--- src/ocd_pkg.sv ---
// constants and types shared by the opcode decode and timing block
package ocd_pkg;

    // instruction groups handled by this block
    typedef enum logic [2:0] {
        OCD_CL_REL,
        OCD_CL_SUBR,
        OCD_CL_BTB,
        OCD_CL_BSC,
        OCD_CL_RMW,
        OCD_CL_MULT,
        OCD_CL_CTRL,
        OCD_CL_NONE
    } ocd_class_t;

    // read/modify/write, inherent and relative addressing modes
    typedef enum logic [2:0] {
        OCD_MD_ACC,
        OCD_MD_IDX,
        OCD_MD_DIR,
        OCD_MD_IX0,
        OCD_MD_IX1,
        OCD_MD_INH,
        OCD_MD_REL
    } ocd_mode_t;

    // high nibble of the opcode
    localparam logic [3:0] OCD_HI_BTB     = 4'h0;
    localparam logic [3:0] OCD_HI_BSC     = 4'h1;
    localparam logic [3:0] OCD_HI_REL     = 4'h2;
    localparam logic [3:0] OCD_HI_RMW_DIR = 4'h3;
    localparam logic [3:0] OCD_HI_RMW_ACC = 4'h4;
    localparam logic [3:0] OCD_HI_RMW_IDX = 4'h5;
    localparam logic [3:0] OCD_HI_RMW_IX1 = 4'h6;
    localparam logic [3:0] OCD_HI_RMW_IX0 = 4'h7;

    // low nibble of read/modify/write opcodes
    localparam logic [3:0] OCD_RMW_NEGATE     = 4'h0;
    localparam logic [3:0] OCD_RMW_COMPLEMENT = 4'h3;
    localparam logic [3:0] OCD_RMW_SHR_LOGIC  = 4'h4;
    localparam logic [3:0] OCD_RMW_ROT_RIGHT  = 4'h6;
    localparam logic [3:0] OCD_RMW_SHR_ARITH  = 4'h7;
    localparam logic [3:0] OCD_RMW_SHL_LOGIC  = 4'h8;
    localparam logic [3:0] OCD_RMW_ROT_LEFT   = 4'h9;
    localparam logic [3:0] OCD_RMW_DECREMENT  = 4'hA;
    localparam logic [3:0] OCD_RMW_INCREMENT  = 4'hC;
    localparam logic [3:0] OCD_RMW_TEST       = 4'hD;
    localparam logic [3:0] OCD_RMW_CLEAR      = 4'hF;

    // whole opcodes
    localparam logic [7:0] OCD_OP_MULTIPLY    = 8'h42;
    localparam logic [7:0] OCD_OP_RET_INT     = 8'h80;
    localparam logic [7:0] OCD_OP_RET_SUB     = 8'h81;
    localparam logic [7:0] OCD_OP_SW_TRAP     = 8'h83;
    localparam logic [7:0] OCD_OP_HALT        = 8'h8E;
    localparam logic [7:0] OCD_OP_IDLE_WAIT   = 8'h8F;
    localparam logic [7:0] OCD_OP_ACC_TO_IDX  = 8'h97;
    localparam logic [7:0] OCD_OP_CARRY_OFF   = 8'h98;
    localparam logic [7:0] OCD_OP_CARRY_ON    = 8'h99;
    localparam logic [7:0] OCD_OP_MASK_OFF    = 8'h9A;
    localparam logic [7:0] OCD_OP_MASK_ON     = 8'h9B;
    localparam logic [7:0] OCD_OP_STACK_RESET = 8'h9C;
    localparam logic [7:0] OCD_OP_NOTHING     = 8'h9D;
    localparam logic [7:0] OCD_OP_IDX_TO_ACC  = 8'h9F;
    localparam logic [7:0] OCD_OP_SUBR        = 8'hAD;

    // relative branch condition pairs, opcode bits 3..1
    localparam logic [2:0] OCD_PAIR_ALWAYS = 3'h0;
    localparam logic [2:0] OCD_PAIR_HIGHER = 3'h1;
    localparam logic [2:0] OCD_PAIR_CARRY  = 3'h2;
    localparam logic [2:0] OCD_PAIR_ZERO   = 3'h3;
    localparam logic [2:0] OCD_PAIR_HALF   = 3'h4;
    localparam logic [2:0] OCD_PAIR_SIGN   = 3'h5;
    localparam logic [2:0] OCD_PAIR_MASK   = 3'h6;
    localparam logic [2:0] OCD_PAIR_IRQ    = 3'h7;

    // lengths in bytes
    localparam logic [1:0] OCD_LEN_1 = 2'h1;
    localparam logic [1:0] OCD_LEN_2 = 2'h2;
    localparam logic [1:0] OCD_LEN_3 = 2'h3;

    // execution times in cpu cycles
    localparam logic [3:0] OCD_CYC_2  = 4'h2;
    localparam logic [3:0] OCD_CYC_3  = 4'h3;
    localparam logic [3:0] OCD_CYC_4  = 4'h4;
    localparam logic [3:0] OCD_CYC_5  = 4'h5;
    localparam logic [3:0] OCD_CYC_6  = 4'h6;
    localparam logic [3:0] OCD_CYC_9  = 4'h9;
    localparam logic [3:0] OCD_CYC_10 = 4'hA;
    localparam logic [3:0] OCD_CYC_11 = 4'hB;

    // cycle counter start value after the opcode byte is taken
    localparam logic [3:0] OCD_CNT_FIRST = 4'h1;
    localparam logic [3:0] OCD_CNT_STEP  = 4'h1;

endpackage

--- src/ocd_decode.sv ---
// opcode table: group, mode, length and cycle count of one opcode
`timescale 1ns/1ns
module ocd_decode (
    // opcode in
    input  wire logic [7:0]         opcode_i,
    // decoded fields
    output ocd_pkg::ocd_class_t     class_o,
    output ocd_pkg::ocd_mode_t      mode_o,
    output logic [1:0]              len_o,
    output logic [3:0]              cyc_o,
    output logic                    illegal_o
);
    import ocd_pkg::*;

    logic [3:0] hi;
    logic [3:0] lo;
    logic       rmw_ok;

    assign hi = opcode_i[7:4];
    assign lo = opcode_i[3:0];

    always_comb begin
        case (lo)
            OCD_RMW_NEGATE, OCD_RMW_COMPLEMENT, OCD_RMW_SHR_LOGIC, OCD_RMW_ROT_RIGHT,
            OCD_RMW_SHR_ARITH, OCD_RMW_SHL_LOGIC, OCD_RMW_ROT_LEFT, OCD_RMW_DECREMENT,
            OCD_RMW_INCREMENT, OCD_RMW_TEST, OCD_RMW_CLEAR: rmw_ok = 1'b1;
            default: rmw_ok = 1'b0;
        endcase
    end

    always_comb begin
        class_o   = OCD_CL_NONE;
        mode_o    = OCD_MD_INH;
        len_o     = OCD_LEN_1;
        cyc_o     = OCD_CYC_2;
        illegal_o = 1'b0;
        if (hi == OCD_HI_BTB) begin
            class_o = OCD_CL_BTB;
            mode_o  = OCD_MD_DIR;
            len_o   = OCD_LEN_3;
            cyc_o   = OCD_CYC_5;
        end else if (hi == OCD_HI_BSC) begin
            class_o = OCD_CL_BSC;
            mode_o  = OCD_MD_DIR;
            len_o   = OCD_LEN_2;
            cyc_o   = OCD_CYC_5;
        end else if (hi == OCD_HI_REL) begin
            class_o = OCD_CL_REL;
            mode_o  = OCD_MD_REL;
            len_o   = OCD_LEN_2;
            cyc_o   = OCD_CYC_3;
        end else if (opcode_i == OCD_OP_SUBR) begin
            class_o = OCD_CL_SUBR;
            mode_o  = OCD_MD_REL;
            len_o   = OCD_LEN_2;
            cyc_o   = OCD_CYC_6;
        end else if (opcode_i == OCD_OP_MULTIPLY) begin
            class_o = OCD_CL_MULT;
            cyc_o   = OCD_CYC_11;
        end else if (hi >= OCD_HI_RMW_DIR && hi <= OCD_HI_RMW_IX0 && rmw_ok) begin
            class_o = OCD_CL_RMW;
            case (hi)
                OCD_HI_RMW_ACC: begin
                    mode_o = OCD_MD_ACC;
                    cyc_o  = OCD_CYC_3;
                end
                OCD_HI_RMW_IDX: begin
                    mode_o = OCD_MD_IDX;
                    cyc_o  = OCD_CYC_3;
                end
                OCD_HI_RMW_DIR: begin
                    mode_o = OCD_MD_DIR;
                    len_o  = OCD_LEN_2;
                    cyc_o  = (lo == OCD_RMW_TEST) ? OCD_CYC_4 : OCD_CYC_5;
                end
                OCD_HI_RMW_IX0: begin
                    mode_o = OCD_MD_IX0;
                    cyc_o  = (lo == OCD_RMW_TEST) ? OCD_CYC_4 : OCD_CYC_5;
                end
                default: begin
                    mode_o = OCD_MD_IX1;
                    len_o  = OCD_LEN_2;
                    cyc_o  = (lo == OCD_RMW_TEST) ? OCD_CYC_5 : OCD_CYC_6;
                end
            endcase
        end else begin
            class_o = OCD_CL_CTRL;
            case (opcode_i)
                OCD_OP_SW_TRAP: cyc_o = OCD_CYC_10;
                OCD_OP_RET_INT: cyc_o = OCD_CYC_9;
                OCD_OP_RET_SUB: cyc_o = OCD_CYC_6;
                OCD_OP_CARRY_ON, OCD_OP_MASK_ON, OCD_OP_CARRY_OFF, OCD_OP_MASK_OFF,
                OCD_OP_ACC_TO_IDX, OCD_OP_IDX_TO_ACC, OCD_OP_STACK_RESET,
                OCD_OP_NOTHING, OCD_OP_HALT, OCD_OP_IDLE_WAIT: cyc_o = OCD_CYC_2;
                default: begin
                    // any other opcode is flagged illegal; here it counts as one byte
                    class_o   = OCD_CL_NONE;
                    illegal_o = 1'b1;
                end
            endcase
        end
    end

endmodule

--- src/ocd_branch.sv ---
// branch condition and target address for relative and bit-test branches
`timescale 1ns/1ns
module ocd_branch (
    // instruction
    input  wire ocd_pkg::ocd_class_t class_i,
    input  wire logic [7:0]          opcode_i,
    input  wire logic [7:0]          offset_i,
    input  wire logic [15:0]         next_pc_i,
    // state tested
    input  wire logic                flag_c_i,
    input  wire logic                flag_z_i,
    input  wire logic                flag_n_i,
    input  wire logic                flag_h_i,
    input  wire logic                flag_i_i,
    input  wire logic                irq_level_i,
    input  wire logic [7:0]          test_byte_i,
    // result
    output logic                     taken_o,
    output logic [15:0]              target_o
);
    import ocd_pkg::*;

    logic cond;
    logic [15:0] offs_ext;

    // even opcode of a pair branches when the condition is false
    always_comb begin
        case (opcode_i[3:1])
            OCD_PAIR_ALWAYS: cond = 1'b0;
            OCD_PAIR_HIGHER: cond = flag_c_i | flag_z_i;
            OCD_PAIR_CARRY:  cond = flag_c_i;
            OCD_PAIR_ZERO:   cond = flag_z_i;
            OCD_PAIR_HALF:   cond = flag_h_i;
            OCD_PAIR_SIGN:   cond = flag_n_i;
            OCD_PAIR_MASK:   cond = flag_i_i;
            OCD_PAIR_IRQ:    cond = irq_level_i;
            default:         cond = 1'b0;
        endcase
    end

    always_comb begin
        case (class_i)
            OCD_CL_REL:  taken_o = opcode_i[0] ? cond : ~cond;
            OCD_CL_SUBR: taken_o = 1'b1;
            // bit-test: even opcode branches on a set bit, odd on a clear bit
            OCD_CL_BTB:  taken_o = test_byte_i[opcode_i[3:1]] ^ opcode_i[0];
            default:     taken_o = 1'b0;
        endcase
    end

    assign offs_ext = {{8{offset_i[7]}}, offset_i};
    // not taken falls through to the following instruction
    assign target_o = taken_o ? next_pc_i + offs_ext : next_pc_i;

endmodule

--- src/ocd_core.sv ---
// opcode fetch, decode and cycle timing sequencer
`timescale 1ns/1ns
// What this block does
// - 20-2F relative branches, two bytes, three cycles
// - 22 higher, 23 lower-or-same, 20 always, 21 never
// - 24 carry clear, 25 carry set
// - 28/29 branch on half-carry clear/set
// - 2C/2D branch on mask clear/set
// - 2E/2F branch on irq low/high
// - AD subroutine branch, two bytes, six cycles
// - bit-set test branch at 2n, 3 bytes, 5 cycles
// - bit-clear test branch at 01+2n, 5 cycles
// - set/clear memory bit 10+2n/11+2n, five cycles
// - high nibble selects read/modify/write mode and timing
// - low nibble selects read/modify/write operation
// - test op is one cycle shorter in memory
// - 9B sets mask, 99 sets carry, two cycles
// - 9A clears mask, 98 clears carry, two cycles
// - 83 trap ten cycles, 80 return nine cycles
// - 81 subroutine return, one byte, six cycles
// - 97,9F,9C,9D,8E,8F one byte, two cycles
// - 42 multiplies index by accumulator, eleven cycles
module ocd_core (
    // clock and reset
    input  wire logic                clk_i,
    input  wire logic                rst_n_i,
    // instruction bytes from program memory
    input  wire logic                byte_valid_i,
    input  wire logic [7:0]          byte_i,
    input  wire logic [15:0]         byte_addr_i,
    output logic                     byte_ready_o,
    // core state sampled at completion
    input  wire logic                flag_c_i,
    input  wire logic                flag_z_i,
    input  wire logic                flag_n_i,
    input  wire logic                flag_h_i,
    input  wire logic                flag_i_i,
    input  wire logic                irq_level_i,
    input  wire logic [7:0]          acc_i,
    input  wire logic [7:0]          idx_i,
    input  wire logic [7:0]          test_byte_i,
    // completed instruction
    output logic                     done_o,
    output logic [7:0]               opcode_o,
    output ocd_pkg::ocd_class_t      class_o,
    output ocd_pkg::ocd_mode_t       mode_o,
    output logic [3:0]               rmw_op_o,
    output logic [1:0]               len_o,
    output logic [3:0]               cycles_o,
    output logic                     illegal_o,
    output logic [7:0]               addr_byte_o,
    output logic [2:0]               bit_idx_o,
    output logic                     bit_value_o,
    output logic                     taken_o,
    output logic [15:0]              next_pc_o,
    output logic [7:0]               prod_hi_o,
    output logic [7:0]               prod_lo_o
);
    import ocd_pkg::*;

    typedef enum logic [1:0] {
        OCD_ST_IDLE,
        OCD_ST_OPND,
        OCD_ST_EXEC
    } ocd_state_t;

    ocd_state_t  state_reg;
    ocd_state_t  state_next;
    logic [7:0]  opcode_reg;
    logic [15:0] pc_reg;
    logic [7:0]  opnd1_reg;
    logic [7:0]  opnd2_reg;
    logic [1:0]  got_reg;
    logic [3:0]  cnt_reg;

    logic [7:0]  dec_op;
    ocd_class_t  dec_class;
    ocd_mode_t   dec_mode;
    logic [1:0]  dec_len;
    logic [3:0]  dec_cyc;
    logic        dec_illegal;

    logic        take_byte;
    logic        finish;
    logic [15:0] fall_pc;
    logic [7:0]  br_offset;
    logic        br_taken;
    logic [15:0] br_target;
    logic [15:0] product;

    // in idle the arriving byte is decoded directly so its length steers the fetch
    assign dec_op = (state_reg == OCD_ST_IDLE) ? byte_i : opcode_reg;

    ocd_decode u_decode (
        .opcode_i  (dec_op),
        .class_o   (dec_class),
        .mode_o    (dec_mode),
        .len_o     (dec_len),
        .cyc_o     (dec_cyc),
        .illegal_o (dec_illegal)
    );

    // ready ignores valid, so the memory may raise valid in any cycle
    assign byte_ready_o = (state_reg == OCD_ST_IDLE) || (state_reg == OCD_ST_OPND);
    assign take_byte    = byte_ready_o && byte_valid_i;
    // last cycle of the instruction; the result appears on the following edge
    assign finish       = (state_reg == OCD_ST_EXEC) && (cnt_reg == dec_cyc - OCD_CNT_STEP);

    // address of the instruction after this one
    assign fall_pc   = pc_reg + {14'h0000, dec_len};
    // bit-test branches carry their offset in the third byte
    assign br_offset = (dec_class == OCD_CL_BTB) ? opnd2_reg : opnd1_reg;

    // flags and the tested byte are read in the last cycle, not at fetch
    ocd_branch u_branch (
        .class_i     (dec_class),
        .opcode_i    (opcode_reg),
        .offset_i    (br_offset),
        .next_pc_i   (fall_pc),
        .flag_c_i    (flag_c_i),
        .flag_z_i    (flag_z_i),
        .flag_n_i    (flag_n_i),
        .flag_h_i    (flag_h_i),
        .flag_i_i    (flag_i_i),
        .irq_level_i (irq_level_i),
        .test_byte_i (test_byte_i),
        .taken_o     (br_taken),
        .target_o    (br_target)
    );

    // operands widened first so the full 16-bit product is kept
    assign product = {8'h00, idx_i} * {8'h00, acc_i};

    always_comb begin
        state_next = state_reg;
        case (state_reg)
            OCD_ST_IDLE: begin
                if (byte_valid_i) begin
                    state_next = (dec_len == OCD_LEN_1) ? OCD_ST_EXEC : OCD_ST_OPND;
                end
            end
            OCD_ST_OPND: begin
                if (byte_valid_i && ({1'b0, got_reg} + 3'h1 == {1'b0, dec_len})) begin
                    state_next = OCD_ST_EXEC;
                end
            end
            OCD_ST_EXEC: begin
                if (finish) begin
                    state_next = OCD_ST_IDLE;
                end
            end
            default: state_next = OCD_ST_IDLE;
        endcase
    end

    always_ff @(posedge clk_i) begin
        if (!rst_n_i) begin
            state_reg <= OCD_ST_IDLE;
        end else begin
            state_reg <= state_next;
        end
    end

    // instruction bytes
    always_ff @(posedge clk_i) begin
        if (!rst_n_i) begin
            opcode_reg <= 8'h00;
            pc_reg     <= 16'h0000;
            opnd1_reg  <= 8'h00;
            opnd2_reg  <= 8'h00;
            got_reg    <= 2'h0;
        end else if (take_byte) begin
            if (state_reg == OCD_ST_IDLE) begin
                opcode_reg <= byte_i;
                pc_reg     <= byte_addr_i;
                got_reg    <= OCD_LEN_1;
            end else begin
                if (got_reg == OCD_LEN_1) begin
                    opnd1_reg <= byte_i;
                end else begin
                    opnd2_reg <= byte_i;
                end
                got_reg <= got_reg + 2'h1;
            end
        end
    end

    // cycle count; a stalled operand fetch holds it so the total stays exact
    always_ff @(posedge clk_i) begin
        if (!rst_n_i) begin
            cnt_reg <= 4'h0;
        end else if (state_reg == OCD_ST_IDLE) begin
            cnt_reg <= OCD_CNT_FIRST;
        end else if (state_reg == OCD_ST_EXEC || take_byte) begin
            cnt_reg <= cnt_reg + OCD_CNT_STEP;
        end
    end

    // completion pulse
    always_ff @(posedge clk_i) begin
        if (!rst_n_i) begin
            done_o <= 1'b0;
        end else begin
            done_o <= finish;
        end
    end

    // results of the finished instruction, held until the next one finishes
    always_ff @(posedge clk_i) begin
        if (!rst_n_i) begin
            opcode_o    <= 8'h00;
            class_o     <= OCD_CL_NONE;
            mode_o      <= OCD_MD_INH;
            rmw_op_o    <= 4'h0;
            len_o       <= 2'h0;
            cycles_o    <= 4'h0;
            illegal_o   <= 1'b0;
            addr_byte_o <= 8'h00;
            bit_idx_o   <= 3'h0;
            bit_value_o <= 1'b0;
            taken_o     <= 1'b0;
            next_pc_o   <= 16'h0000;
        end else if (finish) begin
            opcode_o    <= opcode_reg;
            class_o     <= dec_class;
            mode_o      <= dec_mode;
            rmw_op_o    <= opcode_reg[3:0];
            len_o       <= dec_len;
            cycles_o    <= dec_cyc;
            illegal_o   <= dec_illegal;
            addr_byte_o <= opnd1_reg;
            bit_idx_o   <= opcode_reg[3:1];
            // set-bit opcodes are even, clear-bit opcodes odd
            bit_value_o <= ~opcode_reg[0];
            taken_o     <= br_taken;
            next_pc_o   <= br_target;
        end
    end

    // product: high byte to the index register, low byte to the accumulator
    always_ff @(posedge clk_i) begin
        if (!rst_n_i) begin
            prod_hi_o <= 8'h00;
            prod_lo_o <= 8'h00;
        end else if (finish && dec_class == OCD_CL_MULT) begin
            prod_hi_o <= product[15:8];
            prod_lo_o <= product[7:0];
        end
    end

    // checks
    // independent count: every busy cycle, less the cycles spent waiting for an operand
    logic [3:0] span_cnt;
    logic [3:0] gap_cnt;
    always_ff @(posedge clk_i) begin
        if (!rst_n_i || state_reg == OCD_ST_IDLE) begin
            span_cnt <= OCD_CNT_FIRST;
            gap_cnt  <= 4'h0;
        end else begin
            span_cnt <= span_cnt + OCD_CNT_STEP;
            if (state_reg == OCD_ST_OPND && !byte_valid_i) begin
                gap_cnt <= gap_cnt + OCD_CNT_STEP;
            end
        end
    end

    a_rel_timing: assert property (@(posedge clk_i) disable iff (!rst_n_i)
        done_o && class_o == OCD_CL_REL |-> len_o == OCD_LEN_2 && cycles_o == OCD_CYC_3)
        else $error("relative branch length or time wrong");

    a_branch_high: assert property (@(posedge clk_i) disable iff (!rst_n_i)
        done_o && opcode_o == 8'h22 |-> taken_o == !($past(flag_c_i) | $past(flag_z_i)))
        else $error("higher branch decision wrong");

    a_carry_pair: assert property (@(posedge clk_i) disable iff (!rst_n_i)
        done_o && opcode_o == 8'h25 |-> taken_o == $past(flag_c_i))
        else $error("carry set branch decision wrong");

    a_half_pair: assert property (@(posedge clk_i) disable iff (!rst_n_i)
        done_o && opcode_o == 8'h28 |-> taken_o == !$past(flag_h_i))
        else $error("half carry clear branch decision wrong");

    a_mask_pair: assert property (@(posedge clk_i) disable iff (!rst_n_i)
        done_o && opcode_o == 8'h2D |-> taken_o == $past(flag_i_i))
        else $error("mask set branch decision wrong");

    a_irq_pair: assert property (@(posedge clk_i) disable iff (!rst_n_i)
        done_o && opcode_o == 8'h2E |-> taken_o == !$past(irq_level_i))
        else $error("irq low branch decision wrong");

    a_subr_timing: assert property (@(posedge clk_i) disable iff (!rst_n_i)
        done_o && opcode_o == OCD_OP_SUBR |-> taken_o && cycles_o == OCD_CYC_6)
        else $error("subroutine branch wrong");

    a_btb_timing: assert property (@(posedge clk_i) disable iff (!rst_n_i)
        done_o && class_o == OCD_CL_BTB |-> len_o == OCD_LEN_3 && cycles_o == OCD_CYC_5)
        else $error("bit test branch length or time wrong");

    a_bsc_timing: assert property (@(posedge clk_i) disable iff (!rst_n_i)
        done_o && class_o == OCD_CL_BSC |-> len_o == OCD_LEN_2 && cycles_o == OCD_CYC_5)
        else $error("bit set or clear length or time wrong");

    a_cycle_total: assert property (@(posedge clk_i) disable iff (!rst_n_i)
        finish |-> span_cnt - gap_cnt + OCD_CNT_STEP == dec_cyc && got_reg == dec_len)
        else $error("instruction did not run its cycle count");

    a_test_short: assert property (@(posedge clk_i) disable iff (!rst_n_i)
        done_o && opcode_o == 8'h3D |-> cycles_o == OCD_CYC_4)
        else $error("direct test op time wrong");

    a_trap_time: assert property (@(posedge clk_i) disable iff (!rst_n_i)
        done_o && opcode_o == OCD_OP_SW_TRAP |-> cycles_o == OCD_CYC_10 && !illegal_o)
        else $error("software trap time wrong");

    // timings held against the package table, then bit-clear decision, product and fall-through address
    a_ix1_timing: assert property (@(posedge clk_i) disable iff (!rst_n_i)
        done_o && class_o == OCD_CL_RMW && opcode_o[7:4] == OCD_HI_RMW_IX1 &&
            rmw_op_o != OCD_RMW_TEST |-> len_o == OCD_LEN_2 && cycles_o == OCD_CYC_6)
        else $error("offset indexed length or time wrong");

    a_flag_set: assert property (@(posedge clk_i) disable iff (!rst_n_i)
        done_o && (opcode_o == OCD_OP_CARRY_ON || opcode_o == OCD_OP_MASK_ON) |->
            len_o == OCD_LEN_1 && cycles_o == OCD_CYC_2 && class_o == OCD_CL_CTRL)
        else $error("flag set op length or time wrong");

    a_btb_clear: assert property (@(posedge clk_i) disable iff (!rst_n_i)
        done_o && class_o == OCD_CL_BTB && opcode_o[0] |->
            taken_o == !$past(test_byte_i[opcode_reg[3:1]]))
        else $error("bit clear branch decision wrong");

    a_mult_result: assert property (@(posedge clk_i) disable iff (!rst_n_i)
        done_o && class_o == OCD_CL_MULT |->
            {prod_hi_o, prod_lo_o} == $past(idx_i) * $past(acc_i))
        else $error("product wrong");

    a_fall_through: assert property (@(posedge clk_i) disable iff (!rst_n_i)
        finish && !br_taken |=> next_pc_o == $past(pc_reg) + {14'h0000, $past(dec_len)})
        else $error("not taken path does not continue in line");

endmodule

--- config.mk ---
export PLATFORM = sky130hd
export DESIGN_NAME = ocd_core
export DESIGN_NICKNAME = d
export VERILOG_FILES = /design/src/ocd_pkg.sv /design/src/ocd_decode.sv /design/src/ocd_branch.sv /design/src/ocd_core.sv
export SDC_FILE = /design/constraint.sdc
export NUM_CORES = 1
export LEC_CHECK = 0
export ABC_AREA = 1
export CELL_PAD_IN_SITES_DETAIL_PLACEMENT = 1
export CELL_PAD_IN_SITES_GLOBAL_PLACEMENT = 1
export CORE_MARGIN = 2
export CORE_UTILIZATION = 40
export DETAILED_ROUTE_END_ITERATION = 16
export DONT_BUFFER_PORTS = 1
export GPL_TIMING_DRIVEN = 0
export PLACE_DENSITY = 0.79
export SYNTH_ARGS = -nofsm -noshare
export SYNTH_HDL_FRONTEND = slang
export SYNTH_HIERARCHICAL = 1
export SYNTH_SLANG_ARGS = --single-unit
--- constraint.sdc ---
create_clock -name clk_i -period 9.1 [get_ports clk_i]
set_input_delay 0.91 -clock clk_i [delete_from_list [all_inputs] [get_ports clk_i]]
set_output_delay 0.91 -clock clk_i [all_outputs]
set_load 0.03 [all_outputs]
# Word level (Yosys, flattened, before mapping)
# Memory sizes are Yosys's and may differ from the RTL's.
# Index checks and enable logic that the tools add are counted.
[word_totals] regBits=119 rom_bits=16 input_bits=57 out_inout_bits=72 wordCells=158 memories=1
[mem_list] memory="(name not given)" words=16 width=1 read_ports=1 rd_ports_with_merged_regs=0 write_ports=0 line="ocd_decode.sv:23" rtl="case (lo)"
[op_classes] addsub=6 mul=1 magnitude_cmp=3 n_eq_ne=41 muxes=54 bitwise_logic=7 n_reduce_logical=22
[op_table] operator="$eq 8x8->1 const B" count=14
[op_table] operator="$mux 3" count=12
[op_table] operator="$mux 2" count=13
[op_table] operator="$mux 4" count=6
[op_table] operator="$add 16x16->16" count=1
[op_table] operator="$add 16x2->16" count=1
[op_table] operator="$mul 8x8->16" count=1
[op_table] operator="$mux 16" count=1
[op_table] operator="$mux 8" count=2
[op_table] operator="$eq 3x3->1 const B" count=5
[op_table] operator="$mux 1" count=13
[op_table] operator="$reduce_or 13->1" count=1
[op_table] operator="$eq 4x3->1 const B" count=3
[op_table] operator="$pmux 3 s4" count=1
[op_table] operator="$pmux 4 s3" count=1
[op_table] operator="$eq 3x2->1 const B" count=3
[op_table] operator="$reduce_and 3->1" count=3
[op_table] operator="$eq 4x2->1 const B" count=2
[op_table] operator="$eq 8x7->1 const B" count=1
[op_table] operator="$pmux 1 s8" count=1
[op_table] operator="$pmux 4 s2" count=1
[op_table] operator="$eq 2x1->1 const B" count=3
[op_table] operator="$eq 3x1->1 const B" count=2
[op_table] operator="$logic_and 1x1->1" count=6
[op_table] operator="other kinds (27)" count=37

# Depth between registers and ports, before layout
[depth] word_depth=16 ltp_mapped=35 ltp_nobuf=34

# Modules after synthesis
# Netlist, hierarchy kept.
[modules_own_cells] module="ocd_core" n_inst=1 cells_per_inst=1042 area_per_inst_um2=7161.9 seq_area_each_um2=2242.2
[modules_own_cells] module="ocd_branch" n_inst=1 cells_per_inst=237 area_per_inst_um2=1281.2 seq_area_each_um2=0.0
[modules_own_cells] module="ocd_decode" n_inst=1 cells_per_inst=111 area_per_inst_um2=559.3 seq_area_each_um2=0.0

# Worst setup path after synthesis
# Ideal clock, no wire load.
[synth_path] path_type="in2reg" start="input byte_i[0]" end="register next_pc_o[15]" setup_time_ns=0.070 arrival_ns=4.739 required_time_ns=9.030 path_slack_ns=4.291 path_stages=32 path_buffers=0 path_cell_list="nand2_1 > o21ai_0 > inv_1 > ha_1 > nand2_1 > nand3_2 > nor2_4 > nand3_1 > nand2_1 > inv_2 > nand2_1 > inv_1 > fa_1 > or2_1 > nor3_2 > nand3_1 > nor2_1 > nand2_1 > nor2_1 > nor2_1 > ha_1 > inv_1 > nor3_1 > and2_1 > nand2_1 > nand2_1 > nand2_1 > nand2_1 > nand2_1 > nand2_1 > nand2_1 > a21oi_1"
[synth_between] elab_cells_between_ends=54 classes_between="add/sub: 3; eq/ne: 19; mux: 27; reduce/logical: 4; memory: 1"
[synth_rtl] item="from (decl)" line="ocd_core.sv:29" rtl="input wire logic [7:0] byte_i,"
[synth_rtl] item="$mux 8 *"
[synth_rtl] item="net dec_op[0]" line="ocd_core.sv:76" rtl="logic [7:0] dec_op;"
[synth_rtl] item="$mem_v2 16x1"
[synth_rtl] item="$logic_and 1x1->1" line="ocd_decode.sv:60" rtl="end else if (hi >= OCD_HI_RMW_DIR && hi <= OCD_HI_RMW_IX0 && rmw_ok) begin"
[synth_rtl] item="$mux 2" line="ocd_decode.sv:60"
[synth_rtl] item="$mux 2" line="ocd_decode.sv:57" rtl="end else if (opcode_i == OCD_OP_MULTIPLY) begin"
[synth_rtl] item="$mux 2 *" line="ocd_decode.sv:52" rtl="end else if (opcode_i == OCD_OP_SUBR) begin"
[synth_rtl] item="$mux 2 *" line="ocd_decode.sv:47" rtl="end else if (hi == OCD_HI_REL) begin"
[synth_rtl] item="$mux 2 *" line="ocd_decode.sv:42" rtl="end else if (hi == OCD_HI_BSC) begin"
[synth_rtl] item="$mux 2 *" line="ocd_decode.sv:37" rtl="if (hi == OCD_HI_BTB) begin"
[synth_rtl] item="net dec_len[0]" line="ocd_core.sv:79" rtl="logic [1:0] dec_len;"
[synth_rtl] item="$add 16x2->16 *" line="ocd_core.sv:110" rtl="assign fall_pc = pc_reg + {14'h0000, dec_len};"
[synth_rtl] item="net fall_pc[14]" line="ocd_core.sv:85" rtl="logic [15:0] fall_pc;"
[synth_rtl] item="$add 16x16->16 *" line="ocd_branch.sv:53" rtl="assign target_o = taken_o ? next_pc_i + offs_ext : next_pc_i;"
[synth_rtl] item="$mux 16 *" line="ocd_branch.sv:53"
[synth_rtl] item="net br_target[15]" line="ocd_core.sv:88" rtl="logic [15:0] br_target;"
[synth_rtl] item="to (signal assigned)" line="ocd_core.sv:236" rtl="next_pc_o <= br_target;"
[synth_rtl] item="to (decl)" line="ocd_core.sv:55" rtl="output logic [15:0] next_pc_o,"
# Mark *: on every way through the listed nets, which the timed path passes. The rest lies on a longest branch.
# A chain may end at the register's enable or synchronous reset.

# Worst setup path after layout
[layout_path] start="register state_reg[0]" end="register next_pc_o[15]"
[layout_between] elab_cells_between_ends=70 classes_between="add/sub: 3; order compare: 2; eq/ne: 26; mux: 28; reduce/logical: 10; memory: 1"
[layout_rtl] item="from (decl)" line="ocd_core.sv:67" rtl="ocd_state_t state_reg;"
[layout_rtl] item="from (signal assigned)" line="ocd_core.sv:160" rtl="state_reg <= state_next;"
[layout_rtl] item="$logic_not 2->1 *" line="ocd_core.sv:92" rtl="assign dec_op = (state_reg == OCD_ST_IDLE) ? byte_i : opcode_reg;"
[layout_rtl] item="$mux 8 *"
[layout_rtl] item="net dec_op[1]" line="ocd_core.sv:76"
[layout_rtl] item="$mem_v2 16x1"
[layout_rtl] item="$logic_and 1x1->1" line="ocd_decode.sv:60"
[layout_rtl] item="$mux 2" line="ocd_decode.sv:60"
[layout_rtl] item="$mux 2" line="ocd_decode.sv:57"
[layout_rtl] item="$mux 2 *" line="ocd_decode.sv:52"
[layout_rtl] item="$mux 2 *" line="ocd_decode.sv:47"
[layout_rtl] item="$mux 2 *" line="ocd_decode.sv:42"
[layout_rtl] item="$mux 2 *" line="ocd_decode.sv:37"
[layout_rtl] item="net dec_len[0]" line="ocd_core.sv:79"
[layout_rtl] item="$add 16x2->16 *" line="ocd_core.sv:110"
[layout_rtl] item="net fall_pc[12]" line="ocd_core.sv:85"
[layout_rtl] item="$add 16x16->16 *" line="ocd_branch.sv:53"
[layout_rtl] item="$mux 16 *" line="ocd_branch.sv:53"
[layout_rtl] item="net br_target[15]" line="ocd_core.sv:88"
# Marks and branches as above.

==> metrics.csv <==
stage,metric,value,unit
floorplanning,start_util,41.00,%
critical_path,cp-start-kind,register,
sta,setup_ws,3186,ps
sta,fin_tns_setup,0,ps
sta,fin_crit,5914,ps
pwr,p_leak,0.005056,uW
synthesis,synth.top_cell.area_share,24.91,%
routing,drtPass1Iterations,5,
clock_tree,clk_pin_slew,80,ps
clock_tree,cts_tree,done,
floorplanning,die_h,154.0,um
placement,io_buffers,0,
global_route,antenna_found_initial,0,
critical_path,crit_type,register to register,
clock_tree,htree_levels,3,
synthesis,synth_cells,1390,
synthesis,avgSynthCellArea,6.477,um2
synthesis,ys.warnings.count,6,
critical_path,cpMostUsedCell,nand2_1,
synthesis,ys_ff_latch,112,
routing,ant_nets,0,
clock_tree,clock_path_buffers,2,
sta,setup_violations,0,
clock_tree,cts_resized,0,
finish,antennaDiodeCount,0,
synthesis,synth.largest_area_cell,dfxtp_1,
finish,nets,1559,
clock_tree,cts_inserted_buffers,9,
placement,place_hpwl,22140,um
finish,final_cell_mix,"436 x nand2_1, 227 x inv_1, 119 x a21oi_1",
sta,finalMaxSlewViolations,0,
synthesis,ys_seq_area_share,24.91,%
critical_path,slowest_delay,690,ps
finish,mostFrequentLayoutCell,nand2_1,
clock_tree,cts_setup_buffers,0,
clock_tree,root_buffer,clkbuf_16,
routing,via_per_inst,5.046,
routing,wl_per_cell,15.76,um
sta,worst_pin_slew,960.3,ps
routing,num_vias,8508,
sta,timing.final.hold_violations,0,
critical_path,cp.required,9320,ps
global_route,overflow,0,
synthesis,yosys.cell_types.count,39,
min_path,hold_path.class,register to register,
critical_path,slowest_stage,o21ai_0,
clock_tree,hold_buffers,0,
pwr,power_density,296.0,nW/um2
global_route,grt_pass1_vias,8756,
sta,rsz0062_at_grt,no,
sta,fmax,169.1,MHz
floorplanning,ios,129,
sta,skew,7.553,ps
sta,finalCritPeriodShare,64.99,%
sta,maxSlewHeadroom,35.30,%
placement,place_ws,3271,ps
clock_tree,numClockSinks,112,
floorplanning,rows,54,
floorplanning,core-area,21960,um2
floorplanning,die_w,154.0,um
run_status,outcome,finished clean,
synthesis,netlist_area,9002,um2
finish,design_area,9658,um2
pwr,irDropWorstVdd,0.1186,mV
critical_path,crit_fanout,10,
run,drv_cap,0,
finish,area_growth,7.283,%
routing,drcViolationCount,0,
global_route,track_usage,22.78,%
synthesis,synthTopCellsByArea,"dfxtp_1 25%, nand2_1 18%, inv_1 9.5%",
finish,layout-drive-gt1-share,5.477,%
routing,drt_iter0_drc,308,
global_route,grt_pass1_wl,43720,um
clock_tree,worstSkewPairLatency,360,ps
placement,gp_congestion,0.8808,
global_route,grt_max_degree,19,
routing,wirelength,26580,um
floorplanning,dieArea,23720,um2
critical_path,crit_arrival,6140,ps
placement,place_area,9353,um2
synthesis,synth_nets,1548,
critical_path,end_kind,register,
metal layers:
layer / up-vias / wire length (um) / GRT usage [%]
li1: 4322 / - / -
met5: - / 0 / 0
met4: 0 / 692 / 7.744
met1: 3998 / 11550 / 27.33
met3: 31 / 1265 / 4.256
met2: 157 / 13070 / 40.83
report_power, final:
group	internal, uW	leakage [uW]	switching, uW	total, uW
logic	588	0.00400	1240	1820
registers	543	0.000910	77.5	620
clock network	222	0.000141	193	415
worst paths after layout:
path	start	end	cells past startpoint	slack (ps)
setup reg to reg	state_reg[0]	next_pc_o[15]	32	3190
hold reg to reg	opcode_reg[5]	opcode_o[5]	2	470
setup / recovery	state_reg[0]	next_pc_o[15]	32	3190
hold / removal	opcode_reg[5]	opcode_o[5]	2	470
critical path, delay by kind of cell, from the launching register on:
kind / cells / cell delay (ps)
AOI/OAI and AO/OA: 4 / 1030
xor gates and xnor gates: 1 / 290
adders and majority gates: 3 / 1090
buffers and inverters: 5 / 640
DFF: 1 / 430
and+or+nand+nor: 19 / 2300
logic make-up after synthesis:
logic type	synth area share, %
AOI/OAI and AO/OA	10.66
xor gates and xnor gates	2.821
adders and majority gates	17.21
buffers and inverters	13.37
DFF	24.91
and+or+nand+nor	31.04
area by class of cell:
cell class              instances  area (um2)
inverters                     242       908.4
multi-input cells             977        5557
clock buffers                  10       239.0
plain buffers                  59       295.3
fillers                      2915       12300
clock inverters                 6       66.31
flip-flops and latches        112        2242
well taps                     280       350.3
stage by stage:
stage	instances	hold slack, ps	total power [uW]	util [%]
2_1_floorplan	1390	439.2	1997	-
3_3_place_gp	1670	448.4	2385	42.59
3_5_place_dp	1670	458.9	2440	42.59
4_1_cts	1686	470.4	2874	43.98
5_1_grt	1686	490.6	3168	43.98
6_report	1686	472.3	2859	43.98
cells in the mapped netlist:
cell type    n
a211oi_1     1
a21o_1       3
a21oi_1    119
a21oi_2      1
and2_1       1
buf_2        5
buf_4       12
buf_6        3
clkbuf_1    39
dfxtp_1    112
fa_1        38
ha_1        63
inv_1      227
inv_2       15
nand2_1    436
nand2_2      3
nand3_1     59
nand3_2      3
nand3_4      2
nand3b_1     1
nand3b_2     1
nand4_1     30
nand4_2      2
nand4_4      1
nor2_1      99
nor2_2       8
nor2_4       2
nor3_1       6
nor3_2       2
nor4_1       1
o211ai_1     1
o21ai_0     58
o21ai_1      1
o21bai_1     3
or2_0        1
or2_1        1
or2_2        1
xnor2_1      7
xor2_1      22
Power figures use the tool's default switching activity.
